[src/shared/sdo_tunnel_regs.vh]
// constants of the indirect register access unit
// assumes a 25 MHz core clock; included by bare name from rtl files
`ifndef SDO_TUNNEL_REGS_VH
`define SDO_TUNNEL_REGS_VH

// object dictionary entry of the access word
`define OBJ_INDEX 16'h4500
`define OBJ_SUBINDEX 8'h00

// access word field layout (bit positions)
`define WORD_FLAG_BIT 31
`define WORD_TABLE_HI 30
`define WORD_TABLE_LO 24
`define WORD_REG_HI 23
`define WORD_REG_LO 16
`define WORD_VALUE_HI 15
`define WORD_VALUE_LO 0

// table numbers
`define TBL_CONFIG 7'h00
`define TBL_IDENT 7'h09
`define TBL_UNLOCK 7'h63
`define TBL_BAUD 7'h64

// register numbers inside tables
`define REG_TBUS_CONFIG 8'h02
`define REG_BAUD_INDEX 8'h03
`define REG_STATION_ID 8'h00
`define REG_UNLOCK_STEP1 8'h02
`define REG_UNLOCK_STEP2 8'h01
`define REG_UNLOCK_STEP3 8'h00

// unlock code words, in order
`define UNLOCK_WORD1 16'hAFFE
`define UNLOCK_WORD2 16'h0001
`define UNLOCK_WORD3 16'h0101

// terminal-bus configuration word fields and reset value
`define CFG_AUTO_RESTART_BIT 0
`define CFG_DIAG_ENABLE_BIT 1
`define CFG_IMAGE_DIAG_BIT 2
`define CFG_WIDTH 3
`define CFG_RESET 3'h6

// baud rate index table, reset value is index 4 (125 kbit/s)
`define BAUD_RESET 8'h04

// digital terminal identifier layout
`define IDENT_DIGITAL_BIT 15
`define IDENT_OUT_BIT 1
`define IDENT_IN_BIT 0

// abort codes returned in place of a confirmation
`define ABORT_NO_OBJECT 32'h06020000
`define ABORT_READ_ONLY 32'h06010002
`define ABORT_NOT_MAPPABLE 32'h06040041
`define ABORT_NO_DATA 32'h08000020

// terminal-bus restart interval
`define CLOCK_HZ 25000000
`define RESTART_INTERVAL_MS 100
`define RESTART_CYCLES (`RESTART_INTERVAL_MS * (`CLOCK_HZ / 1000))

`endif

[src/rtl/unlock_sequencer.v]
// three-step write protection release for the configuration tables
// assumes i_write is a one-cycle pulse per access-word write to the unlock table
`include "sdo_tunnel_regs.vh"

module unlock_sequencer (
    input wire i_clock,
    input wire i_rst,
    input wire i_write,
    input wire [7:0] i_reg,
    input wire [15:0] i_value,
    output reg o_unlocked
);

    localparam ST_IDLE = 2'b00;
    localparam ST_GOT1 = 2'b01;
    localparam ST_GOT2 = 2'b10;

    reg [1:0] step;

    ////////////////////////////////////////////////////////////////////////
    // any out-of-order write restarts the sequence from step one
    always @(posedge i_clock) begin
        if (i_rst) begin
            step <= ST_IDLE;
            o_unlocked <= 1'b0;
        end else if (i_write) begin
            case (step)
                ST_IDLE: begin
                    if (i_reg == `REG_UNLOCK_STEP1 && i_value == `UNLOCK_WORD1) begin
                        step <= ST_GOT1;
                    end
                end
                ST_GOT1: begin
                    if (i_reg == `REG_UNLOCK_STEP2 && i_value == `UNLOCK_WORD2) begin
                        step <= ST_GOT2;
                    end else begin
                        step <= ST_IDLE;
                    end
                end
                ST_GOT2: begin
                    step <= ST_IDLE;
                    if (i_reg == `REG_UNLOCK_STEP3 && i_value == `UNLOCK_WORD3) begin
                        o_unlocked <= 1'b1;
                    end
                end
                default: begin
                    step <= ST_IDLE;
                end
            endcase
        end
    end

endmodule

[src/rtl/terminal_ident_encoder.v]
// builds the 16-bit identifier of one attached terminal
// purely combinational; the caller registers the result
`include "sdo_tunnel_regs.vh"

module terminal_ident_encoder (
    input wire i_digital,
    input wire [6:0] i_width,
    input wire i_is_output,
    input wire i_is_input,
    input wire [15:0] i_type_number,
    output reg [15:0] o_ident
);

    ////////////////////////////////////////////////////////////////////////
    // digital: marker, width, direction bits; others: plain type number
    always @* begin
        if (i_digital) begin
            o_ident = 16'h0000;
            o_ident[`IDENT_DIGITAL_BIT] = 1'b1;
            o_ident[14:8] = i_width;
            o_ident[`IDENT_OUT_BIT] = i_is_output;
            o_ident[`IDENT_IN_BIT] = i_is_input;
        end else begin
            o_ident = i_type_number;
        end
    end

endmodule

[src/rtl/sdo_register_tunnel.v]
// indirect register access unit behind the 32-bit access object
// assumes an sdo layer on the same clock presenting one request per cycle
`include "sdo_tunnel_regs.vh"

module sdo_register_tunnel #(
    parameter [15:0] STATION_ID = 16'h1234, // arbitrary value
    parameter RESTART_CYCLES = `RESTART_CYCLES
) (
    input wire i_clock,
    input wire i_rst,
    input wire i_req_download,
    input wire i_req_upload,
    input wire i_req_map,
    input wire [15:0] i_req_index,
    input wire [7:0] i_req_subindex,
    input wire [31:0] i_req_bytes,
    input wire i_ident_load,
    input wire [7:0] i_ident_slot,
    input wire i_ident_digital,
    input wire [6:0] i_ident_width,
    input wire i_ident_is_output,
    input wire i_ident_is_input,
    input wire [15:0] i_ident_type,
    input wire i_tbus_fault,
    input wire i_terminal_fault,
    input wire [15:0] i_fault_code,
    output reg o_rsp_valid,
    output reg o_rsp_abort,
    output reg [31:0] o_rsp_bytes,
    output reg [31:0] o_abort_code,
    output reg o_unlocked,
    output reg o_auto_restart,
    output reg o_diag_enable,
    output reg o_diag_in_image,
    output reg [7:0] o_baud_index,
    output reg o_tbus_reset,
    output reg o_emcy_valid,
    output reg [15:0] o_emcy_code
);

    // fetch sequencing after a selecting download
    localparam FETCH_IDLE = 2'b00;
    localparam FETCH_READ = 2'b01;
    localparam FETCH_DONE = 2'b10;

    ////////////////////////////////////////////////////////////////////////
    // request decode

    wire obj_hit;
    wire [31:0] word;
    wire acc_flag;
    wire [6:0] acc_table;
    wire [7:0] acc_reg;
    wire [15:0] acc_value;
    wire unlock_wr;
    wire unlocked;
    wire [15:0] new_ident;

    // byte 0 arrives first and lands in the low lane, byte 3 last
    assign word = {i_req_bytes[31:24], i_req_bytes[23:16],
                   i_req_bytes[15:8], i_req_bytes[7:0]};
    assign obj_hit = (i_req_index == `OBJ_INDEX) &&
                     (i_req_subindex == `OBJ_SUBINDEX);
    assign acc_flag = word[`WORD_FLAG_BIT];
    assign acc_table = word[`WORD_TABLE_HI:`WORD_TABLE_LO];
    assign acc_reg = word[`WORD_REG_HI:`WORD_REG_LO];
    assign acc_value = word[`WORD_VALUE_HI:`WORD_VALUE_LO];
    assign unlock_wr = i_req_download && obj_hit && acc_flag &&
                       (acc_table == `TBL_UNLOCK);

    ////////////////////////////////////////////////////////////////////////
    // helpers: protection sequence and terminal identifier builder

    unlock_sequencer u_unlock (
        .i_clock(i_clock),
        .i_rst(i_rst),
        .i_write(unlock_wr),
        .i_reg(acc_reg),
        .i_value(acc_value),
        .o_unlocked(unlocked)
    );

    terminal_ident_encoder u_ident (
        .i_digital(i_ident_digital),
        .i_width(i_ident_width),
        .i_is_output(i_ident_is_output),
        .i_is_input(i_ident_is_input),
        .i_type_number(i_ident_type),
        .o_ident(new_ident)
    );

    ////////////////////////////////////////////////////////////////////////
    // identifier table of attached terminals

    reg [15:0] ident_mem [0:255];
    reg [255:0] ident_present;
    reg [15:0] ident_rd;
    reg ident_rd_present;

    // slot 0 is the station itself and never stored here
    always @(posedge i_clock) begin
        if (i_ident_load && i_ident_slot != 8'h00) begin
            ident_mem[i_ident_slot] <= new_ident;
        end
    end

    // presence bits let unscanned slots read as zero, not as garbage
    always @(posedge i_clock) begin
        if (i_rst) begin
            ident_present <= 256'h0;
        end else if (i_ident_load && i_ident_slot != 8'h00) begin
            ident_present[i_ident_slot] <= 1'b1;
        end
    end

    ////////////////////////////////////////////////////////////////////////
    // configuration state and selection

    reg [`CFG_WIDTH-1:0] cfg;
    reg [7:0] baud;
    reg [6:0] sel_table;
    reg [7:0] sel_reg;
    reg pending;
    reg [1:0] fetch;
    reg [15:0] sel_value;
    reg sel_error;

    // the value path of a select is never looked at, only table and register
    always @(posedge i_clock) begin
        if (i_rst) begin
            sel_table <= `TBL_CONFIG;
            sel_reg <= 8'h00;
            pending <= 1'b0;
            fetch <= FETCH_IDLE;
            sel_value <= 16'h0000;
            sel_error <= 1'b0;
            ident_rd <= 16'h0000;
            ident_rd_present <= 1'b0;
        end else if (i_req_download && obj_hit && !acc_flag) begin
            sel_table <= acc_table;
            sel_reg <= acc_reg;
            pending <= 1'b1;
            fetch <= FETCH_READ;
        end else begin
            case (fetch)
                FETCH_READ: begin
                    ident_rd <= ident_mem[sel_reg];
                    ident_rd_present <= ident_present[sel_reg];
                    fetch <= FETCH_DONE;
                end
                FETCH_DONE: begin
                    pending <= 1'b0;
                    fetch <= FETCH_IDLE;
                    sel_error <= 1'b0;
                    case (sel_table)
                        `TBL_CONFIG: begin
                            sel_value <= {13'h0000, cfg};
                            sel_error <= (sel_reg != `REG_TBUS_CONFIG);
                        end
                        `TBL_BAUD: begin
                            sel_value <= {8'h00, baud};
                            sel_error <= (sel_reg != `REG_BAUD_INDEX);
                        end
                        `TBL_IDENT: begin
                            if (sel_reg == `REG_STATION_ID) begin
                                sel_value <= STATION_ID;
                            end else if (ident_rd_present) begin
                                sel_value <= ident_rd;
                            end else begin
                                sel_value <= 16'h0000;
                            end
                        end
                        `TBL_UNLOCK: begin
                            // code words are write-only, reading gives zero
                            sel_value <= 16'h0000;
                            sel_error <= (sel_reg > `REG_UNLOCK_STEP1);
                        end
                        default: begin
                            sel_value <= 16'h0000;
                            sel_error <= 1'b1;
                        end
                    endcase
                end
                default: begin
                    fetch <= FETCH_IDLE;
                end
            endcase
        end
    end

    // writes to known registers; protection gates the store, and for unknown registers the no-data answer too
    always @(posedge i_clock) begin
        if (i_rst) begin
            cfg <= `CFG_RESET;
            baud <= `BAUD_RESET;
        end else if (i_req_download && obj_hit && acc_flag && unlocked) begin
            if (acc_table == `TBL_CONFIG && acc_reg == `REG_TBUS_CONFIG) begin
                cfg <= acc_value[`CFG_WIDTH-1:0];
            end
            if (acc_table == `TBL_BAUD && acc_reg == `REG_BAUD_INDEX) begin
                baud <= acc_value[7:0];
            end
        end
    end

    ////////////////////////////////////////////////////////////////////////
    // sdo answers, one cycle after the request; download wins over upload

    reg write_known;

    always @* begin
        write_known = 1'b0;
        if (acc_table == `TBL_CONFIG) begin
            write_known = (acc_reg == `REG_TBUS_CONFIG);
        end else if (acc_table == `TBL_BAUD) begin
            write_known = (acc_reg == `REG_BAUD_INDEX);
        end else if (acc_table == `TBL_UNLOCK) begin
            write_known = 1'b1;
        end
    end

    always @(posedge i_clock) begin
        if (i_rst) begin
            o_rsp_valid <= 1'b0;
            o_rsp_abort <= 1'b0;
            o_rsp_bytes <= 32'h00000000;
            o_abort_code <= 32'h00000000;
        end else begin
            o_rsp_valid <= i_req_download || i_req_upload || i_req_map;
            o_rsp_abort <= 1'b0;
            o_rsp_bytes <= 32'h00000000;
            o_abort_code <= 32'h00000000;
            if (i_req_download) begin
                if (!obj_hit) begin
                    o_rsp_abort <= 1'b1;
                    o_abort_code <= `ABORT_NO_OBJECT;
                end else if (acc_flag && acc_table == `TBL_IDENT) begin
                    o_rsp_abort <= 1'b1;
                    o_abort_code <= `ABORT_READ_ONLY;
                end else if (acc_flag && !write_known && unlocked) begin
                    o_rsp_abort <= 1'b1;
                    o_abort_code <= `ABORT_NO_DATA;
                end
                // locked writes outside the identifier table fall through to a plain confirmation
            end else if (i_req_upload) begin
                if (!obj_hit) begin
                    o_rsp_abort <= 1'b1;
                    o_abort_code <= `ABORT_NO_OBJECT;
                end else if (pending) begin
                    o_rsp_bytes <= {1'b1, sel_table, sel_reg, 16'h0000};
                end else if (sel_error) begin
                    o_rsp_abort <= 1'b1;
                    o_abort_code <= `ABORT_NO_DATA;
                end else begin
                    o_rsp_bytes <= {1'b0, sel_table, sel_reg, sel_value};
                end
            end else if (i_req_map) begin
                o_rsp_abort <= 1'b1;
                o_abort_code <= `ABORT_NOT_MAPPABLE;
            end
        end
    end

    ////////////////////////////////////////////////////////////////////////
    // configuration outputs

    always @(posedge i_clock) begin
        if (i_rst) begin
            o_unlocked <= 1'b0;
            o_auto_restart <= 1'b0;
            o_diag_enable <= 1'b0;
            o_diag_in_image <= 1'b0;
            o_baud_index <= 8'h00;
        end else begin
            o_unlocked <= unlocked;
            o_auto_restart <= cfg[`CFG_AUTO_RESTART_BIT];
            o_diag_enable <= cfg[`CFG_DIAG_ENABLE_BIT];
            o_diag_in_image <= cfg[`CFG_IMAGE_DIAG_BIT] &&
                               cfg[`CFG_DIAG_ENABLE_BIT];
            o_baud_index <= baud;
        end
    end

    ////////////////////////////////////////////////////////////////////////
    // emergency messages for terminal faults

    always @(posedge i_clock) begin
        if (i_rst) begin
            o_emcy_valid <= 1'b0;
            o_emcy_code <= 16'h0000;
        end else begin
            o_emcy_valid <= i_terminal_fault && cfg[`CFG_DIAG_ENABLE_BIT];
            if (i_terminal_fault && cfg[`CFG_DIAG_ENABLE_BIT]) begin
                o_emcy_code <= i_fault_code;
            end
        end
    end

    ////////////////////////////////////////////////////////////////////////
    // terminal-bus auto-restart

    reg fault_meta;
    reg fault_sync;
    reg [31:0] restart_count;

    // fault level comes from the terminal-bus pins, so it is synchronised
    always @(posedge i_clock) begin
        if (i_rst) begin
            fault_meta <= 1'b0;
            fault_sync <= 1'b0;
        end else begin
            fault_meta <= i_tbus_fault;
            fault_sync <= fault_meta;
        end
    end

    // one reset pulse per interval while the fault lasts; silent pulses
    // can hide lost data if nobody watches the emergency stream
    always @(posedge i_clock) begin
        if (i_rst) begin
            restart_count <= 32'h00000000;
            o_tbus_reset <= 1'b0;
        end else if (fault_sync && cfg[`CFG_AUTO_RESTART_BIT]) begin
            if (restart_count >= RESTART_CYCLES - 1) begin
                restart_count <= 32'h00000000;
                o_tbus_reset <= 1'b1;
            end else begin
                restart_count <= restart_count + 32'h00000001;
                o_tbus_reset <= 1'b0;
            end
        end else begin
            restart_count <= 32'h00000000;
            o_tbus_reset <= 1'b0;
        end
    end

endmodule

[config.mk]
export PLATFORM = sky130hd
export DESIGN_NAME = sdo_register_tunnel
export DESIGN_NICKNAME = d
export VERILOG_FILES = /design/src/rtl/unlock_sequencer.v /design/src/rtl/terminal_ident_encoder.v /design/src/rtl/sdo_register_tunnel.v
export VERILOG_INCLUDE_DIRS = /design/src /design/src/shared
export SDC_FILE = /design/constraint.sdc
export NUM_CORES = 2
export LEC_CHECK = 0
export BUFFER_PORTS_ARGS = -buffer_cell sky130_fd_sc_hd__buf_2
export CAP_MARGIN = 0
export CORE_MARGIN = 3
export CORE_UTILIZATION = 35
export DETAILED_ROUTE_END_ITERATION = 16
export PLACE_DENSITY = 0.52
export SYNTH_ARGS = -nofsm -noshare
export SYNTH_HDL_FRONTEND = slang
export SYNTH_SLANG_ARGS = --single-unit
export TNS_END_PERCENT = 1
[constraint.sdc]
create_clock -name i_clock -period 8.65 [get_ports i_clock]
set_input_delay 1.2975 -clock i_clock [delete_from_list [all_inputs] [get_ports i_clock]]
set_output_delay 1.2975 -clock i_clock [all_outputs]
set_load 0.02 [all_outputs]
==> results.json <==
{
  "initial_core_util": 0.352,
  "root_buffer": "clkbuf_16",
  "final_area_um2": 199000,
  "cts_resized": 0,
  "worstSetupPathType": "reg2reg",
  "io_buffers": 187,
  "final-max-slew-violation-count": 1,
  "skew_ns": 0.0844,
  "tightestPinTransition_ns": 1.50,
  "cts_tree": "done",
  "first_pass_iters": 6,
  "finalHoldViolations": 0,
  "grt_usage": 0.214,
  "final_common_cell": "edfxtp_1",
  "slew-limit-headroom": -0.00581,
  "synth_compound_area_frac": 0.0398,
  "gp_congestion": 0.838,
  "arrival_ns": 6.58,
  "maxCapViolCount": 2,
  "cp-start-kind": "register",
  "dp_hpwl_um": 330000,
  "synthXorXnorAreaFrac": 0.000958,
  "clk_latency_ns": 1.05,
  "top_regs": "ident_mem x4096, ident_present x256",
  "overflow": 0,
  "drt-total-wl_um": 550000,
  "synth_edf_count": 4096,
  "postPlaceCellArea_um2": 184000,
  "synth-warning-count": 0,
  "setup_viol": 0,
  "antenna_found_initial": 39,
  "cts_setup_buffers": 0,
  "avgViaCountPerCell": 5.66,
  "synth_cell_types": 86,
  "cp.required_ns": 9.47,
  "antenna_left": 0,
  "hold_buffers": 0,
  "grt_max_degree": 201,
  "hp-class": "reg2reg",
  "dr.first_iter.drc_count": 12000,
  "synthMuxAreaShare": 0.146,
  "core_area_um2": 494000,
  "power.ir.vdd_worst_mv": 0.190,
  "path_clk_slew_ns": 0.06,
  "clock_sinks": 4521,
  "final_cell_mix": "4,096 x edfxtp_1, 857 x mux4_2, 680 x nor2_1",
  "power_density_nw_per_um2": 224,
  "ys_ff_latch": 4521,
  "top_register": "ident_mem",
  "layout.nets": 9610,
  "seq_area_um2": 132000,
  "largest_reg_flops": 4096,
  "grt_setup_unrepaired": "false",
  "place_inst": 15500,
  "crit_path_end_kind": "register",
  "stdcell_count": 16400,
  "fillCellCount": 43700,
  "period_share": 0.666,
  "synth_area_um2": 174000,
  "synth_top_family_by_area": "multiplexers",
  "syn2layout_area_growth_pct": 14.7,
  "drc_errors": 0,
  "fmax_mhz": 174,
  "power.leakage_uw": 0.0589,
  "numCtsBuffers": 457,
  "outcome": "complete, but fails checks",
  "final_util": 0.404,
  "ctsHtreeMaxLevel": 5,
  "die_area_um2": 505000,
  "synthAdderAreaFrac": 0.0000720,
  "path_max_fanout": 63,
  "seq_area_frac_synth": 0.757,
  "synthSimpleGateAreaFrac": 0.0351,
  "row_count": 258,
  "ios": 210,
  "fin_crit_ns": 5.76,
  "async_flop_share": 0,
  "clk_path_buf_depth": 4,
  "multiInputGateArea_um2": 39700,
  "grt_pass1_wl_um": 758000,
  "syn_inst": 8924,
  "wire_per_inst_um": 33.5,
  "setup_tns_ns": 0,
  "first_global_vias": 91200,
  "die_y_um": 710,
  "synthFlopType": "edfxtp_1",
  "die_x_um": 710,
  "drive_above_1_share": 0.252,
  "num_vias": 92900,
  "avgSynthCellArea_um2": 19.5,
  "violations": "max-capacitance violations, max-slew violations"
}
==> synth_stat cells (16+ instances only) <==
| library cell | number | area (µm²) |
|---|---|---|
| a22oi_1 | 108 | 811 |
| a21oi_1 | 194 | 971 |
| mux2_2 | 33 | 372 |
| o221ai_1 | 168 | 1470 |
| clkbuf_1 | 239 | 897 |
| a311oi_1 | 19 | 166 |
| o21ba_2 | 30 | 300 |
| a2111oi_0 | 19 | 166 |
| a221oi_1 | 91 | 797 |
| buf_8 | 33 | 495 |
| mux4_2 | 857 | 19300 |
| a31oi_1 | 18 | 113 |
| buf_6 | 61 | 687 |
| dfxtp_1 | 425 | 8510 |
| or3_1 | 19 | 119 |
| mux2i_1 | 538 | 5390 |
| o21ai_0 | 51 | 255 |
| nand2_1 | 256 | 961 |
| nand3_1 | 39 | 195 |
| and2_1 | 45 | 282 |
| buf_2 | 117 | 586 |
| buf_1 | 17 | 63.8 |
| edfxtp_1 | 4096 | 123000 |
| nor4_1 | 35 | 219 |
| a211oi_1 | 72 | 541 |
| a22o_1 | 31 | 272 |
| buf_12 | 16 | 320 |
| nand4_1 | 16 | 100 |
| buf_4 | 77 | 578 |
| nor3_1 | 48 | 240 |
| nor2_1 | 898 | 3370 |
| o22ai_1 | 44 | 275 |
| nor2b_1 | 37 | 231 |
==> final timing paths <==
kind / start / endpoint / slack (ns) / depth (start not counted)
worst max-delay path: sel_reg[0] / ident_rd[12] / 2.89 / 10
worst min-delay path: fault_meta / fault_sync / 0.45 / 1
worst max register to register: sel_reg[0] / ident_rd[12] / 2.89 / 10
worst min register to register: fault_meta / fault_sync / 0.45 / 1
==> logic make-up (layout without fill, tap and decap cells) <==
group | Yosys count | count (layout)
simple gates | 1443 | 1443
flops | 4521 | 4521
compound gates | 931 | 931
xor+xnor | 19 | 19
fa+ha+maj | 1 | 1
buf+inv | 570 | 1487
other cells | 1 | 66
mux | 1438 | 1438
==> power by group <==
group | leakage (µW) | internal (µW) | switching [µW]
combinational | 0.0127 | 105 | 695
sequential | 0.0389 | 24000 | 15.7
clock | 0.00733 | 11300 | 8550
==> through the flow <==
step	worst slack (ns)	hold slack [ns]	power (µW)
after floorplan	-0.719	0.414	24800
after global placement	2.79	0.440	25200
after detailed placement	2.79	0.447	25200
after CTS	2.72	0.399	45000
after global routing	2.86	0.463	45900
final	2.89	0.451	44600
==> area by class of cell <==
class | count | area share
diodes | 18 | 0.000226
clock buffers | 611 | 0.0626
clock inverters | 241 | 0.0130
inverters | 10 | 0.000264
multi-input cells | 3880 | 0.199
flip-flops and latches | 4521 | 0.660
well taps | 6500 | 0.0408
repair buffers | 625 | 0.0240
==> worst max-delay path, stage by stage, from the launching register on <==
cell       delay [ns]
dfxtp_4          0.90
buf_12           0.45
buf_4            0.61
mux4_2           0.58
nand2_1          0.08
nand2_1          0.09
a221oi_1         0.91
a211oi_1         0.15
buf_4            0.25
o311ai_1         1.06
o2111ai_1        0.20
==> layer usage <==
metal / GRT usage / routed length, µm
met5: 0 / 134
met4: 0.0686 / 19600
met3: 0.0375 / 44400
met2: 0.342 / 260000
met1: 0.298 / 226000
Note: power is estimated with default switching activity, not from simulation.
